## src/rtl/pmkd_params.svh

```systemverilog
// Constants of the panel meter key and display control.
// Included by the design files; holds definitions only.
`ifndef PMKD_PARAMS_SVH
`define PMKD_PARAMS_SVH

// ----------------------------------------------------------------
// Timing
// ----------------------------------------------------------------
`define PMKD_CLK_HZ 10000000
`define PMKD_CYC_PER_MS (`PMKD_CLK_HZ / 1000)
`define PMKD_IDLE_MS 10000
`define PMKD_TEST_MS 1000
`define PMKD_SWTYPE_MS 1000
`define PMKD_SWVER_MS 1000
`define PMKD_FLASH_MS 500
`define PMKD_DEBOUNCE_MS 20

// ----------------------------------------------------------------
// Display symbols, five bits per digit
// ----------------------------------------------------------------
`define PMKD_SYM_NINE 5'h09
`define PMKD_SYM_MINUS 5'h0A
`define PMKD_SYM_BAR_HI 5'h0B
`define PMKD_SYM_BAR_LO 5'h0C
`define PMKD_SYM_ALL 5'h0D
`define PMKD_SYM_BLANK 5'h0E
`define PMKD_SYM_PROG 5'h0F

// ----------------------------------------------------------------
// Entry and menu layout
// ----------------------------------------------------------------
`define PMKD_DIGIT_TOP 2'h3
`define PMKD_N_TYPES 3'h5
`define PMKD_N_KEYF 3'h3
`define PMKD_KEY_PROG 0
`define PMKD_KEY_PLUS 1
`define PMKD_KEY_MINUS 2

`endif

```

## src/rtl/pmkd_pkg.sv

```systemverilog
// Types of the panel meter key and display control.
// Constants live in pmkd_params.svh.
package pmkd_pkg;
    typedef enum {S_TEST, S_SWTYPE, S_SWVER, S_OPER, S_MENU, S_CHOICE, S_NUM} pmkd_state_t;
    typedef enum logic [2:0] {IT_VOLT, IT_CURR, IT_RTD, IT_TC, IT_PULSE} pmkd_in_type_t;
    typedef enum logic [1:0] {KF_NONE, KF_MINMAX, KF_LIMIT} pmkd_keyf_t;
    typedef enum logic [1:0] {ITEM_TYPE, ITEM_KEYF, ITEM_LIMLO, ITEM_END} pmkd_item_t;
    typedef enum {RC_LIVE, RC_MIN, RC_MAX} pmkd_recall_t;
    typedef logic [3:0][4:0] pmkd_disp_t;
endpackage

```

## src/rtl/pmkd_key_if.sv

```systemverilog
// Key events from the debouncer to the control core.
// Each signal is a one-cycle pulse on clk_sys_in.
`timescale 1ns/1ps
`default_nettype none
interface pmkd_key_if;
    logic prog;
    logic plus;
    logic minus;
    modport src (output prog, output plus, output minus);
    modport dst (input prog, input plus, input minus);
endinterface
`default_nettype wire

```

## src/rtl/pmkd_key_debounce.sv

```systemverilog
// Debouncer for the three front keys.
// Assumes raw key levels, active high, asynchronous to clk_sys_in.
`timescale 1ns/1ps
`default_nettype none
`include "pmkd_params.svh"
module pmkd_key_debounce import pmkd_pkg::*; #(
    parameter int DEB_CYC = `PMKD_DEBOUNCE_MS * `PMKD_CYC_PER_MS
) (
    // Clock and reset
    input wire logic clk_sys_in,
    input wire logic nrst_in,
    // Raw keys
    input wire logic [2:0] key_raw_in,
    // Key events
    pmkd_key_if.src keys
);
    if (DEB_CYC < 2) begin : g_chk
        $error("DEB_CYC must be at least 2");
    end

    logic [2:0] ev;

    for (genvar i = 0; i < 3; i++) begin : g_key
        logic q1, q2, q3, stable;
        logic [31:0] cnt;
        always_ff @(posedge clk_sys_in) begin
            if (!nrst_in) begin
                q1 <= 1'b0;
                q2 <= 1'b0;
                q3 <= 1'b0;
            end else begin
                q1 <= key_raw_in[i];
                q2 <= q1;
                q3 <= q2;
            end
        end
        // A level must hold for DEB_CYC agreeing samples before it counts.
        always_ff @(posedge clk_sys_in) begin
            if (!nrst_in) begin
                cnt <= 32'h0;
                stable <= 1'b0;
                ev[i] <= 1'b0;
            end else begin
                ev[i] <= 1'b0;
                if (q2 != q3 || q3 == stable) begin
                    cnt <= 32'h0;
                end else if (cnt == 32'(DEB_CYC - 1)) begin
                    cnt <= 32'h0;
                    stable <= q3;
                    ev[i] <= q3;
                end else begin
                    cnt <= cnt + 32'h1;
                end
            end
        end
        property p_one_event;
            @(posedge clk_sys_in) disable iff (!nrst_in)
            ev[i] |=> !ev[i] [*2];
        endproperty
        a_one_event: assert property (p_one_event) else $error("key event repeated");
    end

    assign keys.prog = ev[`PMKD_KEY_PROG];
    assign keys.plus = ev[`PMKD_KEY_PLUS];
    assign keys.minus = ev[`PMKD_KEY_MINUS];
endmodule
`default_nettype wire

```

## src/rtl/pmkd_core.sv

```systemverilog
// Front-panel control of a four-digit panel meter: keys, menu, entry, display.
// Assumes measured, min and max values arrive as digit symbols on clk_sys_in,
// and switching-point and over/underflow flags come from logic on the same clock.
//
// Behaviour
// - Ten seconds without key press in parameterisation saves pending edits, returns.
// - Display flashes while the shown item is adjustable.
// - Program key enters parameterisation, descends a level or opens value.
// - Plus/minus step parameters at menu level, change value at value level.
// - In operation plus/minus do the configured key function.
// - Active switching point flashes its indicator LED.
// - Overflow or underflow shows four bars instead of a number.
// - Entry runs least to most digit, program confirms, then back to menu.
// - Minus sign selectable only on the leftmost digit.
// - Power-up: segment test 1 s, software type, version 1 s, operate.
// - Input type has five choices, each selecting its processing path.
// - External reset input clears the count in counter use.
`timescale 1ns/1ps
`default_nettype none
`include "pmkd_params.svh"
module pmkd_core import pmkd_pkg::*; #(
    // One setting scales every timing count, so a faster clock needs one change.
    parameter int CYC_PER_MS = `PMKD_CYC_PER_MS,
    parameter int IDLE_CYC = `PMKD_IDLE_MS * CYC_PER_MS,
    parameter int TEST_CYC = `PMKD_TEST_MS * CYC_PER_MS,
    parameter int SWTYPE_CYC = `PMKD_SWTYPE_MS * CYC_PER_MS,
    parameter int SWVER_CYC = `PMKD_SWVER_MS * CYC_PER_MS,
    parameter int FLASH_CYC = `PMKD_FLASH_MS * CYC_PER_MS,
    parameter int DEB_CYC = `PMKD_DEBOUNCE_MS * CYC_PER_MS,
    // Arbitrary identification symbols.
    parameter pmkd_disp_t SW_TYPE = 20'h0_8421,
    parameter pmkd_disp_t SW_VER = 20'h0_0401
) (
    // Clock and reset
    input wire logic clk_sys_in,
    input wire logic nrst_in,
    // Front keys, raw, active high
    input wire logic [2:0] key_raw_in,
    // Measurement path
    input wire pmkd_disp_t meas_digits_in,
    input wire pmkd_disp_t min_digits_in,
    input wire pmkd_disp_t max_digits_in,
    input wire logic meas_over_in,
    input wire logic meas_under_in,
    // Switching points and counter reset pin
    input wire logic [1:0] sp_active_in,
    input wire logic count_reset_in,
    // Display and indicators
    output pmkd_disp_t disp_out,
    output logic disp_blank_out,
    output logic [1:0] sp_led_out,
    output logic switch_output_one_out,
    output logic switch_output_two_out,
    // Settings and actions
    output pmkd_in_type_t in_type_out,
    output logic [4:0] path_sel_out,
    output pmkd_keyf_t keyf_out,
    output pmkd_disp_t lim_lo_out,
    output logic count_clear_out
);
    if (CYC_PER_MS < 1 || IDLE_CYC < 2 || TEST_CYC < 1 || SWTYPE_CYC < 1 || SWVER_CYC < 1
        || FLASH_CYC < 1)
    begin : g_chk
        $error("timing counts too small");
    end

    pmkd_key_if keys ();
    pmkd_key_debounce #(.DEB_CYC(DEB_CYC)) u_deb (
        .clk_sys_in(clk_sys_in),
        .nrst_in(nrst_in),
        .key_raw_in(key_raw_in),
        .keys(keys)
    );

    pmkd_state_t state;
    pmkd_item_t sel;
    pmkd_recall_t recall;
    pmkd_disp_t pend_dig;
    logic [2:0] pend_choice;
    logic [1:0] dig_idx;
    logic [31:0] boot_tmr, idle_cnt, flash_cnt;
    logic flash_phase, lim_show, boot_end, idle_end, timeout, in_param, any_key;
    logic num_done, flash_on;
    logic cr_q1, cr_q2, cr_q3, cr_stable;

    // Returns the next symbol of one digit; only the leftmost one may take the sign.
    function automatic logic [4:0] step_digit(input logic [4:0] d, input logic up,
                                              input logic top);
        logic [4:0] last;
        last = top ? `PMKD_SYM_MINUS : `PMKD_SYM_NINE;
        if (up) begin
            step_digit = (d >= last) ? 5'h00 : d + 5'h01;
        end else begin
            step_digit = (d == 5'h00 || d > last) ? last : d - 5'h01;
        end
    endfunction

    // Adds or subtracts one on the magnitude with carry; a sign flips the direction.
    function automatic pmkd_disp_t step_value(input pmkd_disp_t v, input logic up);
        logic carry;
        logic dir;
        step_value = v;
        carry = 1'b1;
        dir = (v[3] == `PMKD_SYM_MINUS) ? !up : up;
        for (int i = 0; i < 4; i++) begin
            if (carry && v[i] <= `PMKD_SYM_NINE) begin
                carry = dir ? (v[i] == `PMKD_SYM_NINE) : (v[i] == 5'h00);
                step_value[i] = step_digit(v[i], dir, 1'b0);
            end
        end
    endfunction

    assign any_key = keys.prog || keys.plus || keys.minus;
    assign in_param = state == S_MENU || state == S_CHOICE || state == S_NUM;
    assign idle_end = idle_cnt == 32'(IDLE_CYC - 1);
    assign timeout = in_param && idle_end && !any_key;
    assign num_done = state == S_NUM && keys.prog && dig_idx == `PMKD_DIGIT_TOP;
    assign boot_end = (state == S_TEST && boot_tmr == 32'(TEST_CYC - 1))
        || (state == S_SWTYPE && boot_tmr == 32'(SWTYPE_CYC - 1))
        || (state == S_SWVER && boot_tmr == 32'(SWVER_CYC - 1));
    assign flash_on = state == S_CHOICE || state == S_NUM || (state == S_OPER && lim_show);

    // ----------------------------------------------------------------
    // Timers
    // ----------------------------------------------------------------
    always_ff @(posedge clk_sys_in) begin
        if (!nrst_in || boot_end) begin
            boot_tmr <= 32'h0;
        end else begin
            boot_tmr <= boot_tmr + 32'h1;
        end
    end

    // Any key restarts the inactivity window.
    always_ff @(posedge clk_sys_in) begin
        if (!nrst_in || any_key || idle_end) begin
            idle_cnt <= 32'h0;
        end else begin
            idle_cnt <= idle_cnt + 32'h1;
        end
    end

    always_ff @(posedge clk_sys_in) begin
        if (!nrst_in) begin
            flash_cnt <= 32'h0;
            flash_phase <= 1'b0;
        end else if (flash_cnt == 32'(FLASH_CYC - 1)) begin
            flash_cnt <= 32'h0;
            flash_phase <= !flash_phase;
        end else begin
            flash_cnt <= flash_cnt + 32'h1;
        end
    end

    // ----------------------------------------------------------------
    // Mode sequence
    // ----------------------------------------------------------------
    always_ff @(posedge clk_sys_in) begin
        if (!nrst_in) begin
            state <= S_TEST;
        end else begin
            unique case (state)
                S_TEST: if (boot_end) state <= S_SWTYPE;
                S_SWTYPE: if (boot_end) state <= S_SWVER;
                S_SWVER: if (boot_end) state <= S_OPER;
                S_OPER: if (keys.prog) state <= S_MENU;
                S_MENU: begin
                    if (timeout) begin
                        state <= S_OPER;
                    end else if (keys.prog) begin
                        unique case (sel)
                            ITEM_END: state <= S_OPER;
                            ITEM_LIMLO: state <= S_NUM;
                            ITEM_TYPE, ITEM_KEYF: state <= S_CHOICE;
                        endcase
                    end
                end
                S_CHOICE: begin
                    if (timeout) state <= S_OPER;
                    else if (keys.prog) state <= S_MENU;
                end
                S_NUM: begin
                    if (timeout) state <= S_OPER;
                    else if (num_done) state <= S_MENU;
                end
            endcase
        end
    end

    // ----------------------------------------------------------------
    // Menu selection and pending values
    // ----------------------------------------------------------------
    always_ff @(posedge clk_sys_in) begin
        if (!nrst_in) begin
            sel <= ITEM_TYPE;
            pend_choice <= 3'h0;
            pend_dig <= '0;
            dig_idx <= 2'h0;
        end else if (state == S_OPER) begin
            sel <= ITEM_TYPE;
        end else if (state == S_MENU && keys.prog) begin
            pend_choice <= (sel == ITEM_TYPE) ? in_type_out : {1'b0, keyf_out};
            pend_dig <= lim_lo_out;
            dig_idx <= 2'h0;
        end else if (state == S_MENU) begin
            if (keys.plus) sel <= pmkd_item_t'(sel + 2'h1);
            else if (keys.minus) sel <= pmkd_item_t'(sel - 2'h1);
        end else if (state == S_CHOICE && !keys.prog && (keys.plus || keys.minus)) begin
            if (keys.plus) begin
                pend_choice <= (pend_choice == (sel == ITEM_TYPE ? `PMKD_N_TYPES
                    : `PMKD_N_KEYF) - 3'h1) ? 3'h0 : pend_choice + 3'h1;
            end else begin
                pend_choice <= (pend_choice != 3'h0) ? pend_choice - 3'h1
                    : (sel == ITEM_TYPE ? `PMKD_N_TYPES : `PMKD_N_KEYF) - 3'h1;
            end
        end else if (state == S_NUM) begin
            if (keys.prog) begin
                dig_idx <= dig_idx + 2'h1;
            end else if (keys.plus || keys.minus) begin
                pend_dig[dig_idx] <= step_digit(pend_dig[dig_idx], keys.plus,
                    dig_idx == `PMKD_DIGIT_TOP);
            end
        end
    end

    // ----------------------------------------------------------------
    // Stored settings
    // ----------------------------------------------------------------
    always_ff @(posedge clk_sys_in) begin
        if (!nrst_in) begin
            in_type_out <= IT_VOLT;
            keyf_out <= KF_MINMAX;
            lim_lo_out <= '0;
        end else if (state == S_CHOICE && (keys.prog || timeout)) begin
            if (sel == ITEM_TYPE) in_type_out <= pmkd_in_type_t'(pend_choice);
            else keyf_out <= pmkd_keyf_t'(pend_choice[1:0]);
        end else if (num_done || (state == S_NUM && timeout)) begin
            lim_lo_out <= pend_dig;
        end else if (state == S_OPER && keyf_out == KF_LIMIT && !keys.prog
                     && (keys.plus || keys.minus)) begin
            lim_lo_out <= step_value(lim_lo_out, keys.plus);
        end
    end

    always_ff @(posedge clk_sys_in) begin
        if (!nrst_in) begin
            path_sel_out <= 5'h01;
        end else begin
            path_sel_out <= 5'h01 << in_type_out;
        end
    end

    // ----------------------------------------------------------------
    // Operating-mode key functions
    // ----------------------------------------------------------------
    always_ff @(posedge clk_sys_in) begin
        if (!nrst_in || state != S_OPER || keys.prog) begin
            recall <= RC_LIVE;
            lim_show <= 1'b0;
        end else if (keyf_out == KF_MINMAX) begin
            if (keys.plus) recall <= (recall == RC_MAX) ? RC_LIVE : RC_MAX;
            else if (keys.minus) recall <= (recall == RC_MIN) ? RC_LIVE : RC_MIN;
        end else if (keyf_out == KF_LIMIT) begin
            if (keys.plus || keys.minus) lim_show <= 1'b1;
            else if (idle_end) lim_show <= 1'b0;
        end
    end

    // ----------------------------------------------------------------
    // Display and indicators
    // ----------------------------------------------------------------
    always_ff @(posedge clk_sys_in) begin
        if (!nrst_in) begin
            disp_out <= {4{`PMKD_SYM_ALL}};
            disp_blank_out <= 1'b0;
        end else begin
            disp_blank_out <= flash_on && flash_phase;
            unique case (state)
                S_TEST: disp_out <= {4{`PMKD_SYM_ALL}};
                S_SWTYPE: disp_out <= SW_TYPE;
                S_SWVER: disp_out <= SW_VER;
                S_OPER: begin
                    if (lim_show) disp_out <= lim_lo_out;
                    else if (recall == RC_MIN) disp_out <= min_digits_in;
                    else if (recall == RC_MAX) disp_out <= max_digits_in;
                    else if (meas_over_in) disp_out <= {4{`PMKD_SYM_BAR_HI}};
                    else if (meas_under_in) disp_out <= {4{`PMKD_SYM_BAR_LO}};
                    else disp_out <= meas_digits_in;
                end
                S_MENU: disp_out <= {`PMKD_SYM_PROG, {2{`PMKD_SYM_BLANK}}, {3'h0, sel}};
                S_CHOICE: disp_out <= {{3{`PMKD_SYM_BLANK}}, {2'h0, pend_choice}};
                S_NUM: disp_out <= pend_dig;
            endcase
        end
    end

    for (genvar i = 0; i < 2; i++) begin : g_led
        always_ff @(posedge clk_sys_in) begin
            if (!nrst_in) sp_led_out[i] <= 1'b0;
            else sp_led_out[i] <= sp_active_in[i] && flash_phase;
        end
    end

    always_ff @(posedge clk_sys_in) begin
        if (!nrst_in) begin
            switch_output_one_out <= 1'b0;
            switch_output_two_out <= 1'b0;
        end else begin
            switch_output_one_out <= sp_active_in[0];
            switch_output_two_out <= sp_active_in[1];
        end
    end

    // ----------------------------------------------------------------
    // Counter reset input
    // ----------------------------------------------------------------
    always_ff @(posedge clk_sys_in) begin
        if (!nrst_in) begin
            cr_q1 <= 1'b0;
            cr_q2 <= 1'b0;
            cr_q3 <= 1'b0;
            cr_stable <= 1'b0;
            count_clear_out <= 1'b0;
        end else begin
            cr_q1 <= count_reset_in;
            cr_q2 <= cr_q1;
            cr_q3 <= cr_q2;
            if (cr_q2 == cr_q3) cr_stable <= cr_q3;
            count_clear_out <= cr_q2 && cr_q3 && !cr_stable && in_type_out == IT_PULSE;
        end
    end

    // ----------------------------------------------------------------
    // Assertions
    // ----------------------------------------------------------------
    property p_timeout;
        @(posedge clk_sys_in) disable iff (!nrst_in)
        (in_param && idle_end && !any_key) |=> state == S_OPER;
    endproperty
    a_timeout: assert property (p_timeout) else $error("no return after idle");
    property p_flash_idle;
        @(posedge clk_sys_in) disable iff (!nrst_in)
        (state == S_MENU) |=> !disp_blank_out;
    endproperty
    a_flash_idle: assert property (p_flash_idle) else $error("menu flashes");
    property p_enter;
        @(posedge clk_sys_in) disable iff (!nrst_in)
        (state == S_OPER && keys.prog) |=> state == S_MENU ##1 sel == ITEM_TYPE;
    endproperty
    a_enter: assert property (p_enter) else $error("program key ignored");
    property p_menu_step;
        @(posedge clk_sys_in) disable iff (!nrst_in)
        (state == S_MENU && keys.plus && !keys.prog && !timeout)
            |=> sel == pmkd_item_t'($past(sel) + 2'h1);
    endproperty
    a_menu_step: assert property (p_menu_step) else $error("menu step wrong");
    property p_recall;
        @(posedge clk_sys_in) disable iff (!nrst_in)
        (state == S_OPER && keyf_out == KF_MINMAX && keys.plus && !keys.prog
            && recall == RC_LIVE) |=> recall == RC_MAX ##1 disp_out == $past(max_digits_in);
    endproperty
    a_recall: assert property (p_recall) else $error("max not recalled");
    property p_led;
        @(posedge clk_sys_in) disable iff (!nrst_in)
        !sp_active_in[1] |=> !sp_led_out[1];
    endproperty
    a_led: assert property (p_led) else $error("idle led lit");
    property p_bars;
        @(posedge clk_sys_in) disable iff (!nrst_in)
        (state == S_OPER && recall == RC_LIVE && !lim_show && meas_over_in)
            |=> disp_out == {4{`PMKD_SYM_BAR_HI}};
    endproperty
    a_bars: assert property (p_bars) else $error("overflow not shown");
    property p_num_done;
        @(posedge clk_sys_in) disable iff (!nrst_in)
        (num_done && !timeout) |=> state == S_MENU && lim_lo_out == $past(pend_dig);
    endproperty
    a_num_done: assert property (p_num_done) else $error("entry not saved");
    property p_sign;
        @(posedge clk_sys_in) disable iff (!nrst_in)
        (state == S_NUM && dig_idx != `PMKD_DIGIT_TOP) |-> pend_dig[dig_idx] != `PMKD_SYM_MINUS;
    endproperty
    a_sign: assert property (p_sign) else $error("sign off leftmost digit");
    property p_boot;
        @(posedge clk_sys_in) disable iff (!nrst_in)
        (state == S_TEST && boot_tmr != 32'(TEST_CYC - 1)) |=> state == S_TEST;
    endproperty
    a_boot: assert property (p_boot) else $error("segment test cut short");
    property p_swver;
        @(posedge clk_sys_in) disable iff (!nrst_in)
        (state == S_SWVER) |=> disp_out == SW_VER;
    endproperty
    a_swver: assert property (p_swver) else $error("version not shown");
    property p_path;
        @(posedge clk_sys_in) disable iff (!nrst_in)
        ##1 $stable(in_type_out) |-> path_sel_out == 5'h01 << in_type_out;
    endproperty
    a_path: assert property (p_path) else $error("input path mismatch");
    property p_clear;
        @(posedge clk_sys_in) disable iff (!nrst_in)
        count_clear_out |-> $past(in_type_out) == IT_PULSE ##1 !count_clear_out;
    endproperty
    a_clear: assert property (p_clear) else $error("bad count clear");

    c_boot: cover property (@(posedge clk_sys_in) disable iff (!nrst_in)
        state == S_SWVER ##1 state == S_OPER);
    c_entry: cover property (@(posedge clk_sys_in) disable iff (!nrst_in) num_done);
    c_timeout: cover property (@(posedge clk_sys_in) disable iff (!nrst_in) timeout);
    c_clear: cover property (@(posedge clk_sys_in) disable iff (!nrst_in) count_clear_out);
endmodule
`default_nettype wire

```

## config.mk

```make
export PLATFORM = sky130hd
export DESIGN_NAME = pmkd_core
export DESIGN_NICKNAME = d
export VERILOG_FILES = /design/src/rtl/pmkd_pkg.sv /design/src/rtl/pmkd_key_if.sv /design/src/rtl/pmkd_key_debounce.sv /design/src/rtl/pmkd_core.sv
export VERILOG_INCLUDE_DIRS = /design/src /design/src/rtl
export SDC_FILE = /design/constraint.sdc
export NUM_CORES = 1
export LEC_CHECK = 0
export ABC_AREA = 1
export BUFFER_PORTS_ARGS = -buffer_cell sky130_fd_sc_hd__buf_2
export CORE_ASPECT_RATIO = 0.75
export CORE_MARGIN = 5
export CORE_UTILIZATION = 55
export CTS_CLUSTER_DIAMETER = 80
export CTS_CLUSTER_SIZE = 16
export DETAILED_ROUTE_END_ITERATION = 6
export MAX_ROUTING_LAYER = met4
export PLACE_DENSITY = 0.74
export SYNTH_ARGS = -nofsm -noshare
export SYNTH_HDL_FRONTEND = slang
export SYNTH_SLANG_ARGS = --single-unit
```

## constraint.sdc

```tcl
create_clock -name clk_sys_in -period 5.55 [get_ports clk_sys_in]
set_clock_uncertainty 0.2 [all_clocks]
set_input_delay 1.11 -clock clk_sys_in [delete_from_list [all_inputs] [get_ports clk_sys_in]]
set_output_delay 1.11 -clock clk_sys_in [all_outputs]
set_load 0.02 [all_outputs]
```

### Yosys cells after proc, flatten, opt, wreduce, memory -nomap -nowiden

Cells that the tools add are included.

| operators by class | value |
|---|---|
| shift-type cells | 1 |
| muxes and demuxes | 98 |
| $lt $le $gt $ge | 16 |
| bitwise operators | 12 |
| $add $sub $neg | 22 |
| eq/ne operators | 48 |
| reduce and logical (&&, ||, !) cells | 101 |

Operators with widths:

| kind | number |
|---|---|
| 2-to-1 mux 32 bit | 11 |
| 2-to-1 mux 20 bit | 13 |
| one-hot mux 32 bit (7 select lines) | 1 |
| adder 32 x 1 -> 32 bit, second input constant | 6 |
| equality test 32 x 3 -> 1 bit, second input constant | 6 |
| 2-to-1 mux 5 bit | 29 |
| one-hot mux 20 bit (7 select lines) | 1 |
| equality test 32 x 2 -> 1 bit, second input constant | 4 |
| equality test 32 x 18 -> 1 bit, second input constant | 3 |
| equality test 32 x 4 -> 1 bit, second input constant | 3 |
| one-hot mux 32 bit (3 select lines) | 1 |
| zero test 32 bit | 2 |
| equality test 32 x 1 -> 1 bit, second input constant | 1 |
| equality test 32 x 23 -> 1 bit, second input constant | 1 |
| equality test 32 x 24 -> 1 bit, second input constant | 1 |
| equality test 32 x 27 -> 1 bit, second input constant | 1 |
| inequality test 32 x 3 -> 1 bit, second input constant | 1 |
| logical AND 1 bit | 26 |
| adder 5 x 1 -> 5 bit, second input constant | 5 |
| zero test 5 bit | 5 |
| subtractor 5 x 1 -> 5 bit, second input constant | 5 |
| logical OR 1 bit | 24 |
| 2-to-1 mux 3 bit | 8 |
| 2-to-1 mux 1 bit | 22 |
| other kinds (38) | 118 |

| storage, ports and cells | value |
|---|---|
| register bits after elaboration | 360 |
| logic and storage cells | 351 |

### Depth between registers and ports, before layout

| depth | value |
|---|---|
| word-level depth | 26 |
| depth in mapped cells | 17 |
| mapped depth without buffers | 16 |

### Hierarchy

Synthesis repeated with hierarchy kept, for this count alone.

| unflattened totals | value |
|---|---|
| cells, all modules | 2810 |
| area total of the unflattened synthesis | 18646.6 sq um |

Modules (own cells, without submodules):

| module | cells an instance | instances | sequential area each (sq um) | area an instance (sq um) |
|---|---|---|---|---|
| pmkd_core | 1788 | 1 | 4384.2 | 12356.9 |
| pmkd_key_debounce | 1022 | 1 | 2222.1 | 6289.8 |

### Worst setup path before layout

Ideal clock, no wire load.

| timing path | value |
|---|---|
| path kind | input to register |
| start | in nrst_in |
| end | reg keyf_out[0] |
| stages on the path | 4 |
| arrival | 2.054 ns |
| data required time | 5.212 ns |
| path buffers | 3 |
| slack | 3.159 ns |
| path through | buf_1 > clkbuf_1 > buf_1 > o211ai_1 |

RTL lines:

| element | line | source |
|---|---|---|
| start: declaration | pmkd_core.sv:36 | `input wire logic nrst_in,` |
| end signal: assignment | pmkd_core.sv:236 | `else keyf_out <= pmkd_keyf_t'(pend_choice[1:0]);` |
| end: declaration | pmkd_core.sv:57 | `output pmkd_keyf_t keyf_out,` |

No word-level cell between the ends.

### Final worst setup path

| timing path | value |
|---|---|
| start | reg dig_idx[0] |
| end | reg pend_dig[10] (netlist name) |

| on the way | value |
|---|---|
| cells in the longest elaborated chain, start to end | 21 |

Ends and longest elaborated chain:

| element | line | source |
|---|---|---|
| start: declaration | pmkd_core.sv:80 | `logic [1:0] dig_idx;` |
| start signal: assignment | pmkd_core.sv:218 | `dig_idx <= dig_idx + 2'h1;` |
| binary-select mux 5 bit (select 2 bit) / equality test 2 bit (equally long branches) | - |  |
| 2-to-1 mux 5 bit (not written as such) / 2-to-1 mux 2 bit (equally long branches) | - |  |
| greater-than comparator 5 x 4 -> 1 bit / zero test 5 bit (equally long branches) | pmkd_core.sv:94 | `step_digit = (d == 5'h00 \|\| d > last) ? last : d - 5'h01;` |
| logical OR 1 bit | pmkd_core.sv:94 |  |
| 2-to-1 mux 5 bit | pmkd_core.sv:94 |  |
| 2-to-1 mux 5 bit | pmkd_core.sv:91 | `if (up) begin` |
| 2-to-1 mux 5 bit | pmkd_core.sv:219 | `end else if (keys.plus \|\| keys.minus) begin` |
| 2-to-1 mux 5 bit | pmkd_core.sv:217 | `if (keys.prog) begin` |
| (+5 left out) | - |  |
| 2-to-1 mux 5 bit | pmkd_core.sv:194 | `if (!nrst_in) begin` |
| bitwise mux 20 bit (*) | pmkd_core.sv:220 | `pend_dig[dig_idx] <= step_digit(pend_dig[dig_idx], keys.plus,` |
| 2-to-1 mux 20 bit (*) | pmkd_core.sv:219 |  |
| 2-to-1 mux 20 bit (*) | pmkd_core.sv:217 |  |
| 2-to-1 mux 20 bit (*) | pmkd_core.sv:216 | `end else if (state == S_NUM) begin` |
| 2-to-1 mux 20 bit (*) | pmkd_core.sv:208 | `end else if (state == S_CHOICE && !keys.prog && (keys.plus \|\| keys.minus)) begin` |
| 2-to-1 mux 20 bit (*) | pmkd_core.sv:205 | `end else if (state == S_MENU) begin` |
| 2-to-1 mux 20 bit (*) | pmkd_core.sv:201 | `end else if (state == S_MENU && keys.prog) begin` |
| end signal: assignment | pmkd_core.sv:203 | `pend_dig <= lim_lo_out;` |
| end signal: indexed assignment | pmkd_core.sv:220 |  |
| end: declaration | pmkd_core.sv:78 | `pmkd_disp_t pend_dig;` |

Every way passes the cells marked *; elsewhere a longest branch is shown, timed or not. The select of a mux whose other input is x is not followed.
A chain may end at the register's enable or synchronous reset.

==> flow_metrics.env <==
export IMPL_fp_dieW_um=217
export IMPL_critPathKind="reg2reg"
export IMPL_grt_pass1_wl_mm=75.1
export IMPL_gp_congestion=0.997
export IMPL_hpwlAfterDp_mm=35.1
export IMPL_p_leak_nw=7.78
export IMPL_grt_overflow=0
export IMPL_synth_top_area_share_pct=37.5
export IMPL_syn_area_per_cell_um2=6.95
export IMPL_synth_area_um2=17600
export IMPL_via_count=16800
export IMPL_grt_usage_pct=25.7
export IMPL_wire_per_inst_um=14.9
export IMPL_start_util_pct=56.0
export IMPL_fp_dieH_um=165
export IMPL_cts_hold_buf=0
export IMPL_worst_ep_required_time_ns=5.83
export IMPL_grt_pass1_vias=15200
export IMPL_pwr_density_cell_nw_per_um2=214
export IMPL_tritoncts="done"
export IMPL_post_cts_setup_buffers=0
export IMPL_clock_root_buffer="clkbuf_16"
export IMPL_status="finished clean"
export IMPL_cts_num_sinks=330
export IMPL_drt_iter0_markers=1698
export IMPL_ys_types=61
export IMPL_numCtsBuffers=24
export IMPL_wl_mm=45.9
export IMPL_ant_nets=0
export IMPL_portBuffers=125
export IMPL_drtPass1Iterations=6
export IMPL_final_max_slew_viol_count=0
export IMPL_maxCapViolCount=0
export IMPL_ys_seq_elements=330
export IMPL_cts_resized=0
export IMPL_finalSetupViolCount=0
export IMPL_final_common_cell="nand2_1"
export IMPL_power_mw=4.12
export IMPL_gr_usage_met3_pct=6.08
export IMPL_endpoint_kind="flip-flop"
export IMPL_clock_fmax_mhz=294
export IMPL_setup_ws_ns=2.14
export IMPL_slew_headroom_pct=20.2
export IMPL_grt_max_degree=52
export IMPL_ys_warn_count=0
export IMPL_dp_slack_ns=1.88
export IMPL_rsz0062_at_grt="no"
export IMPL_final_hold_violation_count=0
export IMPL_io_pins=126
export IMPL_hold_path_class="reg2reg"
export IMPL_die_area_um2=35800
export IMPL_drive_above_1_share_pct=9.87
export IMPL_utilization_pct=61.3
export IMPL_cts_htree_levels=1
export IMPL_worstPathMaxFanout=14
export IMPL_fin_nets=2772
export IMPL_viasPerCell=5.45
export IMPL_yosysTopAreaCell="dfxtp_1"
export IMPL_worstSkewPairLatency_ns=0.56
export IMPL_drc=0
export IMPL_start_kind="flip-flop"
export IMPL_tns_ns=0
export IMPL_cp_arrival_ns=3.69
export IMPL_path_clk_slew_ns=0.09
export IMPL_core_um2=31500
export IMPL_met2_usage_pct=38.8
export IMPL_grt_use_met1_pct=35.5
export IMPL_fin_crit_sh_pct=61.4
export IMPL_vdd_drop_max_uv=197
export IMPL_seq_area_frac_synth_pct=37.5
export IMPL_antenna_found_initial=2
export IMPL_synthCells=2534
export IMPL_busiest_layer="met2"
export IMPL_mostFrequentLayoutCells="528 x nand2_1, 363 x nor2_1, 330 x dfxtp_1"
export IMPL_rows=56
export IMPL_cts_buffer_depth=3
export IMPL_tightestPinTransition_ns=1.19
export IMPL_syn2layout_area_growth_pct=9.37
export IMPL_min_period_ns=3.41
export IMPL_synthTopCellsByArea="dfxtp_1 37%, nand2_1 11%, nor2_1 7.7%, inv_1 6.8%, a21oi_1 4.1%"
==> stage by stage <==
step                      hold WS [ns]  area, µm²  cells
after floorplan                  0.190      17700   2562
after global placement           0.193      18600   3044
after detailed placement         0.198      18600   3044
after CTS                        0.214      19300   3070
after global routing             0.255      19300   3072
final                            0.212      19300   3072
==> path summary, 6_finish.rpt <==
kind                      from                end  slack, ns  cells past startpoint
max                 dig_idx[0]       pend_dig[10]       2.14                     13
min          u_deb.g_key[2].q1  u_deb.g_key[2].q2       0.21                      2
max reg2reg         dig_idx[0]       pend_dig[10]       2.14                     13
min reg2reg  u_deb.g_key[2].q1  u_deb.g_key[2].q2       0.21                      2
==> state kept, by name (all words and copies together), names as in the netlist, 2 cells and up <==
signal,count
in_type_out,3
pend_dig,20
idle_cnt,32
u_deb.g_key.q1,3
u_deb.g_key.stable,3
path_sel_out,5
pend_choice,3
sp_led_out,2
sel,2
state,32
recall,2
dig_idx,2
boot_tmr,32
keyf_out,2
u_deb.g_key.q3,3
disp_out,20
lim_lo_out,20
u_deb.g_key.cnt,96
u_deb.g_key.q2,3
flash_cnt,32
==> logic make-up (layout without fill, tap and decap cells) <==
family	Yosys count	in the layout	synth area share, %
buf+inv	386	488	8.58
xor+xnor	90	90	4.52
other cells	1	31	0.0213
simple gates	1353	1353	35.7
compound gates	336	336	11.0
fa+ha+maj	38	38	2.70
flops	330	330	37.5
==> power breakdown <==
group	leakage (nW)	switching, mW	total, mW	internal, mW
clock	0.311	0.839	1.62	0.777
combinational	4.79	0.0662	0.104	0.0381
sequential	2.67	0.0111	2.40	2.39
==> layout make-up <==
type                    instances  area, µm²
diodes                          2       5.00
clock buffers                  24        601
clock inverters                 2       38.8
fillers                      2898      12200
inverters                     333       1250
multi-input cells            1846       9610
flip-flops and latches        330       6610
well taps                     406        508
repair buffers                129        656
==> Yosys cell counts, drive strengths merged <==
| library cell | count |
|---|---|
| and3b | 1 |
| o22ai | 8 |
| a41oi | 2 |
| a31o | 4 |
| a21oi | 143 |
| and3 | 4 |
| nand3b | 5 |
| o32ai | 2 |
| inv | 328 |
| o311ai | 1 |
| clkinv | 5 |
| a211oi | 6 |
| nand4 | 68 |
| or3 | 1 |
| nand2 | 544 |
| o31ai | 6 |
| or2 | 16 |
| nor2 | 394 |
| a32oi | 4 |
| conb | 1 |
| nor3 | 121 |
| ha | 38 |
| a31oi | 11 |
| o2111ai | 7 |
| xor2 | 58 |
| clkbuf | 31 |
| nor4b | 1 |
| o211ai | 12 |
| nor3b | 33 |
| a22oi | 2 |
| o21a | 8 |
| buf | 22 |
| xnor2 | 32 |
| nor4 | 25 |
| a21boi | 1 |
| nand3 | 140 |
| o221ai | 3 |
| dfxtp | 330 |
| o21ai | 116 |
==> layer usage <==
layer,vias up,wire length [µm]
li1,8487,-
met1,7552,21800
met2,636,18800
met3,81,4220
met4,0,994
met5,-,0
==> worst max-delay path, stage by stage, from the launching register on <==
cell and delay, ns:
dfxtp_1 0.65, inv_2 0.26, nand2_1 0.13, nand3_1 0.07
nand2_1 0.24, inv_1 0.11, ha_1 0.28, inv_1 0.06
nor2_1 0.05, nand3b_1 0.13, nand3_1 0.14, o21ai_0 0.53
nand4_1 0.27, a21oi_1 0.20
(Power assumes the default switching activity.)
